<file path="config.mk">
export PLATFORM = sky130hd
export DESIGN_NAME = ssrd_supervisor
export DESIGN_NICKNAME = d
export VERILOG_FILES = /design/src/ssrd_side.v /design/src/ssrd_supervisor.v
export VERILOG_INCLUDE_DIRS = /design/src
export SDC_FILE = /design/constraint.sdc
export NUM_CORES = 1
export LEC_CHECK = 0
export BUFFER_PORTS_ARGS = -buffer_cell sky130_fd_sc_hd__buf_2
export CAP_MARGIN = 40
export CORE_MARGIN = 8
export CORE_UTILIZATION = 40
export DETAILED_ROUTE_END_ITERATION = 10
export GPL_TIMING_DRIVEN = 0
export PLACE_DENSITY = 0.65
export SYNTH_ARGS = -nofsm -noshare
export SYNTH_HDL_FRONTEND = slang
export SYNTH_SLANG_ARGS = --single-unit
</file>
<file path="constraint.sdc">
create_clock -name pclk -period 2.05 [get_ports pclk]
set_input_delay 0.1025 -clock pclk [delete_from_list [all_inputs] [get_ports pclk]]
set_output_delay 0.1025 -clock pclk [all_outputs]
set_load 0.005 [all_outputs]
</file>
<file path="src/ssrd_regs.vh">
// register offsets, field positions, reset values for the supply supervisor
`ifndef SSRD_REGS_VH
`define SSRD_REGS_VH

// ------------------------------------------------------------------
// register byte addresses
// ------------------------------------------------------------------
`define SSRD_ADDR_HIGH_CTL    12'h000
`define SSRD_ADDR_LOW_CTL     12'h004
`define SSRD_ADDR_RIE         12'h008
`define SSRD_ADDR_CORE        12'h00c
`define SSRD_ADDR_STATUS      12'h010
`define SSRD_ADDR_MASK        12'h014

// ------------------------------------------------------------------
// reset values per silicon revision
// ------------------------------------------------------------------
`define SSRD_CTL_RST_ORIG     16'h4602
`define SSRD_CTL_RST_REV      16'h4400
`define SSRD_RIE_RST_ORIG     16'h1100
`define SSRD_RIE_RST_REV      16'h0000
`define SSRD_CORE_RST_ORIG    2'h2
`define SSRD_CORE_RST_REV     2'h0

// ------------------------------------------------------------------
// field positions and writable masks
// ------------------------------------------------------------------
`define SSRD_CTL_MON_EN       14
`define SSRD_CTL_SUP_EN       10
`define SSRD_CTL_DLY_ST       3
`define SSRD_CTL_LEVEL_LSB    0
`define SSRD_CTL_WMASK        16'hdfd7
`define SSRD_RIE_WMASK        16'h3377
`define SSRD_RIE_HIGH_RST     12
`define SSRD_RIE_LOW_RST      8
`define SSRD_RIE_HIGH_DLY_IE  4
`define SSRD_RIE_LOW_DLY_IE   0

// ------------------------------------------------------------------
// status bits and timing
// ------------------------------------------------------------------
`define SSRD_ST_HIGH_TRIP     0
`define SSRD_ST_LOW_TRIP      1
`define SSRD_ST_HIGH_DLY      2
`define SSRD_ST_LOW_DLY       3
`define SSRD_ST_WIDTH         4
`define SSRD_DLY_CYCLES       8'h20

`endif

</file>
<file path="src/ssrd_side.v">
// one supervisor side: level compare and settle-delay status
`timescale 1ns/1ps

module ssrd_side (
  // clock and reset
  input  wire        pclk,
  input  wire        presetn,
  // configuration
  input  wire        sup_enable,
  input  wire [1:0]  sup_level,
  input  wire [1:0]  voltage_level,
  input  wire        level_written,
  // state
  output reg         trip,
  output reg         delay_status,
  output reg         delay_done
);

`include "ssrd_regs.vh"

  reg [7:0] dly_count;

  // below-level flag, registered to keep outputs clean
  always @(posedge pclk or negedge presetn) begin
    if (!presetn) begin
      trip <= 1'b0;
    end else begin
      trip <= sup_enable && (voltage_level < sup_level);
    end
  end

  // settle delay after each control register write; status high while it runs
  always @(posedge pclk or negedge presetn) begin
    if (!presetn) begin
      dly_count    <= 8'h00;
      delay_status <= 1'b0;
      delay_done   <= 1'b0;
    end else begin
      delay_done <= 1'b0;
      if (level_written) begin
        dly_count    <= `SSRD_DLY_CYCLES;
        delay_status <= 1'b1;
      end else if (dly_count != 8'h00) begin
        dly_count <= dly_count - 8'h01;
        if (dly_count == 8'h01) begin
          delay_status <= 1'b0;
          delay_done   <= 1'b1;
        end
      end
    end
  end

endmodule

</file>
<file path="src/ssrd_supervisor.v">
// supply supervisor registers, reset defaults, reset request and interrupt
//
// Contract
// - original silicon: high-side control resets to 0x4602
// - revised silicon: high-side control resets to nominal 0x4400
// - low-side control resets 0x4602 original, 0x4400 revised
// - high supervisor enable bit 10 and monitor enable bit 14 reset one
// - low supervisor and monitor enables reset to one
// - original silicon: all supervisor and monitor levels default to two
// - reset/interrupt enable resets 0x1100 original, 0x0000 revised
// - enabled supervisor with voltage below level asserts power-on reset when its reset enable bit (12 high, 8 low) is set
// - reset enables bits 13,12,9,8; interrupt enables 6,5,4,2,1,0
// - high control bits 13,5 read zero; delay status bit 3 read-only
// - low control mirrors high layout, same reserved and read-only bits
// - revised silicon core level defaults zero, oscillator limit 8 MHz
// - original silicon core voltage level defaults to two (low byte 0x02)
`timescale 1ns/1ps

module ssrd_supervisor #(
  parameter ORIGINAL_SILICON = 1
) (
  // apb clock and reset
  input  wire        pclk,
  input  wire        presetn,
  // apb slave
  input  wire        psel,
  input  wire        penable,
  input  wire        pwrite,
  input  wire [11:0] paddr,
  input  wire [31:0] pwdata,
  output reg  [31:0] prdata,
  output reg         pready,
  output reg         pslverr,
  // supply levels seen by the analog comparators
  input  wire [1:0]  high_voltage_level,
  input  wire [1:0]  low_voltage_level,
  // system outputs
  output reg         power_on_reset,
  output reg  [1:0]  core_voltage_level,
  output reg         high_osc_allowed,
  output reg         irq
);

`include "ssrd_regs.vh"

  // ------------------------------------------------------------------
  // revision-dependent reset values
  // ------------------------------------------------------------------
  localparam [15:0] CTL_RST  = ORIGINAL_SILICON ? `SSRD_CTL_RST_ORIG
                                                : `SSRD_CTL_RST_REV;
  localparam [15:0] RIE_RST  = ORIGINAL_SILICON ? `SSRD_RIE_RST_ORIG
                                                : `SSRD_RIE_RST_REV;
  localparam [1:0]  CORE_RST = ORIGINAL_SILICON ? `SSRD_CORE_RST_ORIG
                                                : `SSRD_CORE_RST_REV;

  reg  [15:0] high_supervisor_control;
  reg  [15:0] low_supervisor_control;
  reg  [15:0] supervisor_reset_interrupt_enable;
  reg  [`SSRD_ST_WIDTH-1:0] event_status;
  reg  [`SSRD_ST_WIDTH-1:0] event_mask;
  reg  [`SSRD_ST_WIDTH-1:0] next_status;
  reg  [31:0] next_prdata;
  reg         addr_ok;

  wire        high_trip;
  wire        low_trip;
  wire        high_delay_status;
  wire        low_delay_status;
  wire        high_delay_done;
  wire        low_delay_done;

  wire setup   = psel && !penable;
  wire wr_take = psel && penable && pready && pwrite;
  wire wr_high = wr_take && (paddr == `SSRD_ADDR_HIGH_CTL);
  wire wr_low  = wr_take && (paddr == `SSRD_ADDR_LOW_CTL);
  wire wr_rie  = wr_take && (paddr == `SSRD_ADDR_RIE);
  wire wr_core = wr_take && (paddr == `SSRD_ADDR_CORE);
  wire wr_stat = wr_take && (paddr == `SSRD_ADDR_STATUS);
  wire wr_mask = wr_take && (paddr == `SSRD_ADDR_MASK);

  // ------------------------------------------------------------------
  // supervisor sides
  // ------------------------------------------------------------------
  ssrd_side u_high (
    .pclk          (pclk),
    .presetn       (presetn),
    .sup_enable    (high_supervisor_control[`SSRD_CTL_SUP_EN]),
    .sup_level     (high_supervisor_control[1:0]),
    .voltage_level (high_voltage_level),
    .level_written (wr_high),
    .trip          (high_trip),
    .delay_status  (high_delay_status),
    .delay_done    (high_delay_done)
  );

  ssrd_side u_low (
    .pclk          (pclk),
    .presetn       (presetn),
    .sup_enable    (low_supervisor_control[`SSRD_CTL_SUP_EN]),
    .sup_level     (low_supervisor_control[1:0]),
    .voltage_level (low_voltage_level),
    .level_written (wr_low),
    .trip          (low_trip),
    .delay_status  (low_delay_status),
    .delay_done    (low_delay_done)
  );

  // ------------------------------------------------------------------
  // supervisor control registers
  // ------------------------------------------------------------------
  // reserved and read-only bits masked off on write so they stay zero
  always @(posedge pclk or negedge presetn) begin
    if (!presetn) begin
      high_supervisor_control <= CTL_RST;
    end else if (wr_high) begin
      high_supervisor_control <= pwdata[15:0] & `SSRD_CTL_WMASK;
    end
  end

  // low side shares the high-side layout and write mask
  always @(posedge pclk or negedge presetn) begin
    if (!presetn) begin
      low_supervisor_control <= CTL_RST;
    end else if (wr_low) begin
      low_supervisor_control <= pwdata[15:0] & `SSRD_CTL_WMASK;
    end
  end

  // reset and interrupt enables; reserved bits never store
  always @(posedge pclk or negedge presetn) begin
    if (!presetn) begin
      supervisor_reset_interrupt_enable <= RIE_RST;
    end else if (wr_rie) begin
      supervisor_reset_interrupt_enable <=
        pwdata[15:0] & `SSRD_RIE_WMASK;
    end
  end

  // ------------------------------------------------------------------
  // core voltage level
  // ------------------------------------------------------------------
  wire        core_step_up;
  wire        core_step_down;

  // single steps only; the guards stop 3 to 0 and 0 to 3 from wrapping
  assign core_step_up   = (core_voltage_level != 2'd3) &&
                          (pwdata[1:0] == core_voltage_level + 2'd1);
  assign core_step_down = (core_voltage_level != 2'd0) &&
                          (pwdata[1:0] == core_voltage_level - 2'd1);

  // larger jumps are dropped silently, the bus reports no error
  always @(posedge pclk or negedge presetn) begin
    if (!presetn) begin
      core_voltage_level <= CORE_RST;
    end else if (wr_core && (core_step_up || core_step_down)) begin
      core_voltage_level <= pwdata[1:0];
    end
  end

  // ------------------------------------------------------------------
  // event mask
  // ------------------------------------------------------------------
  // a set mask bit keeps its status bit off the interrupt line
  always @(posedge pclk or negedge presetn) begin
    if (!presetn) begin
      event_mask <= {`SSRD_ST_WIDTH{1'b0}};
    end else if (wr_mask) begin
      event_mask <= pwdata[`SSRD_ST_WIDTH-1:0];
    end
  end

  // ------------------------------------------------------------------
  // sticky events, write one to clear; a new event beats the clear
  // ------------------------------------------------------------------
  reg  [`SSRD_ST_WIDTH-1:0] status_set;
  wire [`SSRD_ST_WIDTH-1:0] status_clear;

  // trips always record; delay completion only when its enable is set
  always @* begin
    status_set                     = {`SSRD_ST_WIDTH{1'b0}};
    status_set[`SSRD_ST_HIGH_TRIP] = high_trip;
    status_set[`SSRD_ST_LOW_TRIP]  = low_trip;
    status_set[`SSRD_ST_HIGH_DLY]  = high_delay_done &
      supervisor_reset_interrupt_enable[`SSRD_RIE_HIGH_DLY_IE];
    status_set[`SSRD_ST_LOW_DLY]   = low_delay_done &
      supervisor_reset_interrupt_enable[`SSRD_RIE_LOW_DLY_IE];
  end

  // only the bits written as one are cleared
  assign status_clear = wr_stat ? pwdata[`SSRD_ST_WIDTH-1:0]
                                : {`SSRD_ST_WIDTH{1'b0}};

  // clear first, then set, so an event in the clear cycle is kept
  always @* begin
    next_status = (event_status & ~status_clear) | status_set;
  end

  // status register
  always @(posedge pclk or negedge presetn) begin
    if (!presetn) begin
      event_status <= {`SSRD_ST_WIDTH{1'b0}};
    end else begin
      event_status <= next_status;
    end
  end

  // ------------------------------------------------------------------
  // reset request
  // ------------------------------------------------------------------
  // a level held while any enabled trip lasts, not a pulse
  always @(posedge pclk or negedge presetn) begin
    if (!presetn) begin
      power_on_reset <= 1'b0;
    end else begin
      power_on_reset <=
        (high_trip &
         supervisor_reset_interrupt_enable[`SSRD_RIE_HIGH_RST]) |
        (low_trip &
         supervisor_reset_interrupt_enable[`SSRD_RIE_LOW_RST]);
    end
  end

  // ------------------------------------------------------------------
  // oscillator limit and interrupt
  // ------------------------------------------------------------------
  // flag follows the core level one cycle late, kept as a flop output
  always @(posedge pclk or negedge presetn) begin
    if (!presetn) begin
      high_osc_allowed <= 1'b0;
    end else begin
      high_osc_allowed <= (core_voltage_level != 2'd0);
    end
  end

  // built from next status so it rises in the same cycle as the bit
  always @(posedge pclk or negedge presetn) begin
    if (!presetn) begin
      irq <= 1'b0;
    end else begin
      irq <= |(next_status & ~event_mask);
    end
  end

  // ------------------------------------------------------------------
  // apb read path, no wait state; reads come from flops loaded in setup
  // ------------------------------------------------------------------
  // control views carry the live delay status in the read-only bit
  wire [15:0] high_ctl_view = {high_supervisor_control[15:4],
                               high_delay_status,
                               high_supervisor_control[2:0]};
  wire [15:0] low_ctl_view  = {low_supervisor_control[15:4],
                               low_delay_status,
                               low_supervisor_control[2:0]};

  // read mux; anything off the word map reads zero and flags an error
  always @* begin
    next_prdata = 32'h0000_0000;
    addr_ok     = 1'b1;
    case (paddr)
      `SSRD_ADDR_HIGH_CTL: begin
        next_prdata = {16'h0000, high_ctl_view};
      end
      `SSRD_ADDR_LOW_CTL: begin
        next_prdata = {16'h0000, low_ctl_view};
      end
      `SSRD_ADDR_RIE: begin
        next_prdata = {16'h0000, supervisor_reset_interrupt_enable};
      end
      `SSRD_ADDR_CORE: begin
        next_prdata = {30'h0, core_voltage_level};
      end
      `SSRD_ADDR_STATUS: begin
        next_prdata = {28'h0, event_status};
      end
      `SSRD_ADDR_MASK: begin
        next_prdata = {28'h0, event_mask};
      end
      default: begin
        addr_ok = 1'b0;
      end
    endcase
  end

  // ------------------------------------------------------------------
  // apb response
  // ------------------------------------------------------------------
  // ready one cycle after every setup; error only off the word map
  always @(posedge pclk or negedge presetn) begin
    if (!presetn) begin
      pready  <= 1'b0;
      pslverr <= 1'b0;
    end else begin
      pready  <= setup;
      pslverr <= setup && !addr_ok;
    end
  end

  // read data holds until the next read, so a late master still sees it
  always @(posedge pclk or negedge presetn) begin
    if (!presetn) begin
      prdata <= 32'h0000_0000;
    end else if (setup && !pwrite) begin
      prdata <= next_prdata;
    end
  end

endmodule

</file>
=== Yosys cells after proc, flatten, opt, wreduce, memory -nomap -nowiden ===
Cells that the tools add are included.

* Magnitude comparators: 2
* Reduce and logical (&&, ||, !) cells: 33
* Eq/ne operators: 10
* Muxes and demuxes: 19
* Bitwise logic cells: 10
* Add/sub/neg operators: 4

{| class="wikitable"
|+ Operators with widths
! cell !! count
|-
| case mux 16 bit (6 select lines) || 1
|-
| two-way mux 8 bit || 4
|-
| equality test 12 x 4 -> 1 bit, second input constant || 2
|-
| equality test 12 x 5 -> 1 bit, second input constant || 2
|-
| logical AND 1 bit || 17
|-
| equality test 8 x 1 -> 1 bit, second input constant || 2
|-
| nonzero test 8 bit || 2
|-
| subtractor 8 x 1 -> 8 bit, second input constant || 2
|-
| two-way mux 1 bit || 13
|-
| equality test 12 x 3 -> 1 bit, second input constant || 1
|-
| zero test 12 bit || 1
|-
| nonzero test 2 bit || 5
|-
| AND 4 bit || 2
|-
| inverter 4 bit || 2
|-
| OR reduction 6 bit || 1
|-
| AND 1 bit || 4
|-
| equality test 2 bit || 2
|-
| less-than comparator 2 bit || 2
|-
| two-way mux 4 bit || 1
|-
| OR 4 bit || 1
|-
| AND reduction 2 bit || 2
|-
| OR reduction 4 bit || 1
|-
| zero test 1 bit || 3
|-
| adder 2 x 1 -> 2 bit, second input constant || 1
|-
| other kinds (4) || 4
|}

* Input bits: 53
* Register bits after elaboration: 105
* Word-level logic and storage cells: 98
* Output and inout port bits: 39

=== Logic depth before layout (Yosys ltp) ===
Gate-level depths: netlist of the first run.

* Word-level depth: 10
* Depth in mapped cells: 7

=== Cells and area by module ===
Synthesis of the first run repeated with hierarchy kept, for this count alone.

* Cells, all modules: 385
* Area, all modules: 4,510.6 um^2

{| class="wikitable"
|+ By module, submodules not included
! module !! times used !! cells an instance !! area an instance (um^2)
|-
| ssrd_supervisor || 1 || 269 || 3,337.0
|-
| ssrd_side || 2 || 58 || 586.8
|}

=== Least setup slack after synthesis of the first run ===
Ideal clock, no wire load.

* Kind: flip-flop to flip-flop
* Start point: reg core_voltage_level[1]
* End point: reg core_voltage_level[0]
* Setup slack: -0.030 ns
* Period minus slack after synthesis: 2.080 ns
* Cell stages (with the launch flop): 7
* Required time: 1.925 ns
* Arrival time: 1.954 ns
* Cells stage by stage: dfstp_2 > inv_1 > ha_1 > xnor2_1 > mux2_2 > or4_4 > mux2i_1

* Word-level cells in the longest chain between the ends: 5

{| class="wikitable"
|+ RTL lines
! what !! RTL line !! RTL
|-
| start: declaration || ssrd_supervisor.v:39 || <nowiki>output reg [1:0] core_voltage_level,</nowiki>
|-
| start signal: assignment || ssrd_supervisor.v:156 || <nowiki>core_voltage_level <= pwdata[1:0];</nowiki>
|-
| adder 2 x 1 -> 2 bit or subtractor 2 x 1 -> 2 bit (tied branches) || ssrd_supervisor.v:147, ssrd_supervisor.v:149 ||
|-
| equality test 2 bit, on equally long branches || ssrd_supervisor.v:147, ssrd_supervisor.v:149 ||
|-
| logical AND 1 bit, on equally long branches || ssrd_supervisor.v:146, ssrd_supervisor.v:148 ||
|-
| logical OR 1 bit * || ssrd_supervisor.v:155 || <nowiki>end else if (wr_core && (core_step_up || core_step_down)) begin</nowiki>
|-
| logical AND 1 bit * || ssrd_supervisor.v:155 ||
|}

Every way passes the cells marked *; elsewhere a longest branch is shown, timed or not.
A chain may end at the register's enable or synchronous reset.

=== Worst setup path after layout of the first run ===
Ends and elaborated chain as after synthesis.

==> results of run 1 <==
==> cell type report <==
cell class,instances,area [sq um]
Buffer,29,188
Clock buffer,11,141
Clock inverter,5,61.3
Fill cell,1011,5470
Inverter,17,63.8
Multi-Input combinational cell,263,2030
Sequential cell,89,2240
Tap cell,140,175
Timing Repair Buffer,74,470
==> flip-flops by register name (all words and copies together), names as in the netlist <==
register,flops
core_voltage_level,2
event_mask,4
event_status,4
high_osc_allowed,1
high_supervisor_control,13
irq,1
low_supervisor_control,13
power_on_reset,1
prdata,16
pready,1
pslverr,1
supervisor_reset_interrupt_enable,10
u_high.delay_done,1
u_high.delay_status,1
u_high.dly_count,8
u_high.trip,1
u_low.delay_done,1
u_low.delay_status,1
u_low.dly_count,8
u_low.trip,1
==> power by group <==
part / internal [W] / leakage, nW / switching [W] / total (W)
Clock: 0.000606 / 0.104 / 0.000643 / 0.00125
Combinational: 0.000142 / 1.38 / 0.000160 / 0.000302
Sequential: 0.00180 / 1.12 / 0.0000535 / 0.00185
==> worst max-delay path, stage by stage, from the launching register on <==
cell and delay, ps:
sky130_fd_sc_hd__dfstp_2 550, sky130_fd_sc_hd__inv_2 50, sky130_fd_sc_hd__ha_4 260, sky130_fd_sc_hd__xnor2_2 110, sky130_fd_sc_hd__mux2_4 310, sky130_fd_sc_hd__or4_4 440, sky130_fd_sc_hd__mux2i_1 130
==> layer usage <==
| layer | up-vias | track usage | share of wire |
|---|---|---|---|
| met1 | 1607 | 0.194 | 0.45 |
| met2 | 85 | 0.239 | 0.48 |
| met5 | - | 0 | 0 |
| met4 | 0 | 0.0663 | 0.015 |
| li1 | 1548 | - | - |
| met3 | 14 | 0.0275 | 0.059 |
==> cells by family after synthesis <==
family,after synthesis,share of synthesized area
mux,48,0.127
compound gates,67,0.106
fa+ha+maj,10,0.0282
simple gates,112,0.157
flops,89,0.505
other cells,1,0.000845
xor+xnor,10,0.0197
buf+inv,46,0.0567
==> stage by stage <==
step	cell area [sq um]	total power, W	hold slack (ps)
floorplan	4490	0.00203	-193
global placement	4950	0.00215	320
detailed placement	4980	0.00216	61.0
CTS	5360	0.00344	1.78
global route	5370	0.00355	25.8
finish	5370	0.00341	21.8
==> cell usage after synthesis, drive strengths merged, types with 2 or more instances <==
cell type  number
buf            23
inv            17
nand2b          7
or4             3
nor2b           9
mux2           33
xor2            5
a21boi          3
nor3            8
a21o            3
xnor2           5
or3             6
nor2           22
ha             10
a22o            6
nand3b          3
o211ai          4
clkbuf          6
o22ai           2
dfrtp          78
a21oi           9
nor4            5
nand4           5
and3b           2
nand2          23
dfstp          11
a221o           8
o21ai          18
mux4            3
mux2i          12
nor4b           5
and3            2
a211oi          2
nand3           4
nor3b           2
o31ai           5
or2             3
==> timing repair <==
| item | 4_1_cts | 5_1_grt |
|---|---|---|
| hold endpoints to repair | 50 | 1 |
| gates resized for setup | 5 | 0 |
| setup endpoints to repair | 6 | 2 |
| pin swaps | 3 | 1 |
| hold buffers | 13 | 1 |
| setup buffers | 2 | 0 |
==> how the worst max path moves through the flow <==
stage / start / end
3_5_place_dp: pready / low_supervisor_control[12]
5_1_grt: core_voltage_level[1] / core_voltage_level[1]
3_3_place_gp: pready / low_supervisor_control[15]
4_1_cts: core_voltage_level[1] / core_voltage_level[0]
2_1_floorplan: core_voltage_level[1] / core_voltage_level[0]
6_report: core_voltage_level[1] / core_voltage_level[0]
==> summary.txt, run 1 <==
Place
  – Worst slack after detailed placement: -122 ps
  – HPWL after detailed placement: 7840 um
  – Number of port buffers: 57
  – Final RePlAce weighted congestion: 0.801
  – Dpl cells: 596

Clocking
  – Clock buffers created by TritonCTS: 9
  – H-tree depth reported by CTS: 3
  – Clock slew at reported path FFs: 90 ps
  – Max clock buf depth: 2
  – Insertion delay of the later-clocked pin in the worst-skew pair: 370 ps
  – # clock sinks: 89
  – Clock tree root buffer cell: sky130_fd_sc_hd__clkbuf_8
  – TritonCTS clock tree: done

Finish
  – Commonest non-fill, non-tap cells in the layout: sky130_fd_sc_hd__dfrtp_1 (77), sky130_fd_sc_hd__buf_2 (59), sky130_fd_sc_hd__mux2_2 (30)
  – Net total in the final layout: approximately 550
  – Non-Filler Instances: 628
  – Fraction of final layout cells with drive strength greater than 1: 0.332
  – Final core utilization: 0.495
  – Area added between synthesis and finish: 20.9%
  – Commonest non-fill, non-tap cell in the layout: sky130_fd_sc_hd__dfrtp_1
  – Number of diodes added for antenna fixing: 0

Hold path
  – Depth of the worst hold-timing path: 2
  – Worst Hold Launch: pwdata[0]
  – Type of the most critical hold path: in2reg
  – Endpoint with the worst hold slack: supervisor_reset_interrupt_enable[0]

Yosys
  – Number of flops mapped to enable cells by yosys: 0
  – Most instantiated flip-flop cell in the synthesis netlist: sky130_fd_sc_hd__dfrtp_1
  – Largest cells by area after synthesis: sky130_fd_sc_hd__dfrtp_1 (44%), sky130_fd_sc_hd__mux2_2 (7.9%), sky130_fd_sc_hd__dfstp_2 (6.5%)
  – Post-synthesis cell area: 0.00444 sq mm
  – Fraction of the yosys area taken by sequential cells: 0.505
  – Area leader, netlist: sky130_fd_sc_hd__dfrtp_1
  – Seq cells post-synth: 89
  – Per-instance average area after synthesis: ~12 sq um
  – Count of unique library cells instantiated by Yosys: 59
  – Count of mapped cells out of synthesis: between 300 and 400
  – Fraction of synthesized cell area taken by the top area cell type: 0.440
  – Fraction of registers with async set or reset after synthesis: 1.00
  – Total number of yosys warnings: 0

Timing
  – Setup WS post-layout: just under 70 ps
  – Total of endpoints with negative setup slack in the final report: 0
  – Worst Max-Slew Pin Slew: approximately 860 ps
  – Clock Skews: about 12 ps
  – Number of failing hold endpoints at the final stage: 0
  – RSZ-0062 raised after global routing: no
  – Number of max-slew violations in the final report: 0
  – Sum of negative setup slack: 0 ps
  – Crit path time final: around 2000 ps
  – Maximum achievable frequency: 0.505 GHz
  – Period utilization: 0.967
  – Relative max-transition margin: 0.422

Global routing
  – Largest net degree at the start of global routing: 63
  – Number of antenna violations at the first check in global routing: 0
  – Remaining global-route overflow: 0
  – Global-route usage over all layers: 0.150
  – Global-route wire length before repair: 17300 um
  – Via count of the first global-routing pass: 3315

Power and ir drop
  – PwrDens: 635 mW/mm^2
  – Leakage power figure: 2.60 nW
  – Worst ir drop on vdd: between 300 and 400 uV

Routing
  – Vias per cell: 5.18
  – 1st-pass router iterations: 4
  – DRC Markers: 0
  – Detailed-route wire length per cell: 17.1 um
  – Post-route antenna net violation count: 0
  – Vias post-DR: 3254
  – First-iteration detailed-routing DRC count: 255
  – Final routed wirelength across all metal layers: about 11000 um

Floorplanning
  – Std cell rows: 38
  – Die area: 0.0147 sq mm
  – Core outline area: 0.0108 sq mm
  – Height of the die: 121 um
  – Starting utilization of the core area: 0.409
  – Die extent in x: 121 um
  – Ports placed on the boundary: 92

Worst setup path
  – Origin of the critical flop-to-flop path: core_voltage_level[1]
  – Reg-to-reg setup timing slack: 70 ps
  – Terminus of the critical flop-to-flop path: core_voltage_level[0]
  – Required time at the worst-slack endpoint: 2290 ps
  – Depth of the most critical reg-to-reg path: 6
  – Crit path launch type: flip-flop
  – Top fanout value on the critical path: 2
  – Crit Path Class: reg2reg
  – Setup crit end kind: flip-flop
  – Signal arrival time at the worst endpoint: about 2200 ps

Run
  – Max cap viols: 0

Outcome
  – Status: finished, final reports clean
Power figures use the tool's default switching activity.
==> run 2, diff against run 1 <==
Settings changed: PLACE_DENSITY 0.65 to 0.62, REMOVE_ABC_BUFFERS set to 1.
Clock period 2.05 ns to 2.49 ns, I/O delays scaled along.
==> summary.txt, run 2 (synthesis gave the netlist of run 1 again) <==
Timing
  – Relative max-transition margin: 0.463 (was 0.422)
  – Number of max-slew violations in the final report: 0 (unchanged)
  – Clock Skews: 12.0 ps (was 11.7 ps)
  – Sum of negative setup slack: 0 ps (unchanged)
  – Worst Max-Slew Pin Slew: 803 ps (was 860 ps)
  – Total of endpoints with negative setup slack in the final report: 0 (unchanged)
  – Maximum achievable frequency: between 0.4 and 0.5 GHz
  – Final hold slack: 18.7 ps (was 21.8 ps)
  – Number of failing hold endpoints at the final stage: 0 (unchanged)
  – RSZ-0062 raised after global routing: no (unchanged)
  – Crit path time final: 2240 ps
  – Period utilization: 0.898

Clocking
  – Quantity of gates resized following cts: 0 (was 5)
  – Clock buffers created by TritonCTS: 9 (unchanged)
  – Max clock buf depth: 2 (unchanged)
  – Insertion delay of the later-clocked pin in the worst-skew pair: 360 ps (was 370 ps)
  – TritonCTS clock tree: done (unchanged)
  – Count of buffers added by post-CTS timing repair for setup: 0 (was 2)
  – # clock sinks: 89 (unchanged)
  – Clock tree root buffer cell: sky130_fd_sc_hd__clkbuf_8 (unchanged)
  – H-tree depth reported by CTS: 3 (unchanged)
  – CTS Hold Bufs: 7 (was 13)
  – Clock slew at reported path FFs: 90 ps (about the same)

Routing
  – Vias per cell: 5.23 (was 5.18)
  – Vias post-DR: 3110 (was 3254)
  – First-iteration detailed-routing DRC count: 202 (was 255)
  – Detailed-route wire length per cell: 16.8 um (was 17.1 um)
  – Final routed wirelength across all metal layers: 10000 um (was 10700 um)
  – Post-route antenna net violation count: 0 (unchanged)
  – 1st-pass router iterations: 4 (unchanged)
  – DRC Markers: 0 (unchanged)

Worst setup path
  – Top fanout value on the critical path: 16 (was 2)
  – Setup crit end kind: flip-flop (unchanged)
  – Signal arrival time at the worst endpoint: 2480 ps (was 2230 ps)
  – Crit Path Class: in2reg (was reg2reg)
  – Reg-to-reg setup timing slack: 290 ps (was 70 ps)
  – Origin of the critical flop-to-flop path: pready (was core_voltage_level[1])
  – Required time at the worst-slack endpoint: 2730 ps (was 2290 ps)
  – Terminus of the critical flop-to-flop path: low_supervisor_control[6] (was core_voltage_level[0])
  – Depth of the most critical reg-to-reg path: 4 (was 6)
  – Crit path launch type: input port (was flip-flop)

Global routing
  – Via count of the first global-routing pass: 3237 (was 3315)
  – Largest net degree at the start of global routing: 64 (was 63)
  – Global-route usage over all layers: 0.142 (was 0.150)
  – Global-route wire length before repair: 16700 um (was 17300 um)
  – Number of antenna violations at the first check in global routing: 0 (unchanged)
  – Remaining global-route overflow: 0 (unchanged)

Place
  – HPWL after detailed placement: 7330 um (was 7840 um)
  – Number of port buffers: 59 (was 57)
  – Dpl cells: 572 (was 596)
  – Final RePlAce weighted congestion: 0.784 (was 0.801)

Finish
  – Filler Cell Count: 1021 (was 1011)
  – Top Registers: prdata: 16 flops, high_supervisor_control: 13 flops, low_supervisor_control: 13 flops (unchanged)
  – Net total in the final layout: 513 (was 546)
  – Register with the highest flop count: prdata (unchanged)
  – Non-Filler Instances: 595 (was 628)
  – Commonest non-fill, non-tap cell in the layout: sky130_fd_sc_hd__dfrtp_1 (unchanged)
  – Fraction of final layout cells with drive strength greater than 1: 0.310 (was 0.332)
  – Area added between synthesis and finish: 16.3% (was 20.9%)
  – Commonest non-fill, non-tap cells in the layout: sky130_fd_sc_hd__dfrtp_1 (78), sky130_fd_sc_hd__buf_2 (58), sky130_fd_sc_hd__mux2_2 (31) (was sky130_fd_sc_hd__dfrtp_1 (77), sky130_fd_sc_hd__buf_2 (59), sky130_fd_sc_hd__mux2_2 (30))
  – Number of diodes added for antenna fixing: 0 (unchanged)
  – Combined flip-flop and latch cell area: 0.00224 sq mm (about the same)
  – Multi-input logic area: 0.00201 sq mm (was 0.00203 sq mm)
  – Number of flip-flops under the largest register name: 16 (unchanged)

Run
  – Max cap viols: 0 (unchanged)

Hold path
  – Worst Hold Launch: pwdata[15] (was pwdata[0])
  – Depth of the worst hold-timing path: 2 (unchanged)
  – Type of the most critical hold path: in2reg (unchanged)
  – Endpoint with the worst hold slack: high_supervisor_control[15] (was supervisor_reset_interrupt_enable[0])

Power and ir drop
  – PwrDens: 569 mW/mm^2 (was 635 mW/mm^2)
  – Leakage power figure: 2.48 nW (was 2.60 nW)
  – Post-layout power: 0.00294 W (was 0.00341 W)
  – Worst ir drop on vdd: 268 uV (was 305 uV)

Floorplanning
  – Core outline area: 0.0108 sq mm (unchanged)
  – Std cell rows: 38 (unchanged)
  – Height of the die: 121 um (unchanged)
  – Die extent in x: 121 um (unchanged)
  – Starting utilization of the core area: 0.409 (unchanged)
  – Die area: 0.0147 sq mm (unchanged)
  – Ports placed on the boundary: 92 (unchanged)

Outcome
  – Status: finished, final reports clean (unchanged)
-- run 2: worst max-delay path, stage by stage --
cell,delay (ps)
sky130_fd_sc_hd__dlygate4sd3_1,520
sky130_fd_sc_hd__buf_2,140
sky130_fd_sc_hd__nand4_1,210
sky130_fd_sc_hd__or3_4,440
sky130_fd_sc_hd__nor3_4,630
sky130_fd_sc_hd__mux2_2,410
-- run 2: per-stage QoR --
| stage | utilization | setup WS [ps] | area, sq um |
|---|---|---|---|
| 5_1_grt | 0.476 | 108 | 5160 |
| 3_3_place_gp | 0.441 | -684 | 4780 |
| 6_report | 0.476 | 254 | 5160 |
| 4_1_cts | 0.476 | 212 | 5160 |
| 3_5_place_dp | 0.447 | 18.9 | 4850 |
| 2_1_floorplan | - | 334 | 4310 |
-- run 2: routing by layer --
layer	global-route usage	up-vias	share of wire
met3	0.0326	10	0.062
met2	0.237	72	0.47
met4	0.0463	0	0.012
met1	0.178	1547	0.45
li1	-	1481	-
met5	0	-	0
-- run 2: worst max-delay path by stage --
stage | from | end | slack (ps) | cells after the start
final | penable | low_supervisor_control[6] | 250 | 6
after global routing | penable | low_supervisor_control[6] | 110 | 6
after floorplan | paddr[1] | supervisor_reset_interrupt_enable[0] | 330 | 4
after detailed placement | paddr[2] | low_supervisor_control[6] | 20 | 5
after CTS | penable | low_supervisor_control[6] | 210 | 6
after global placement | paddr[1] | supervisor_reset_interrupt_enable[5] | -680 | 5
-- run 2: area by class of cell --
cell class,instances,share of cell area
Sequential cell,89,0.434
Multi-Input combinational cell,263,0.390
Timing Repair Buffer,70,0.0831
Tap cell,140,0.0339
Clock buffer,9,0.0240
Clock inverter,7,0.0228
Inverter,17,0.0124
-- run 2: where the power goes --
part	internal, W	leakage, nW	switching (W)
combinational	0.0000918	1.24	0.000123
sequential	0.00148	1.12	0.0000423
clock	0.000669	0.124	0.000528
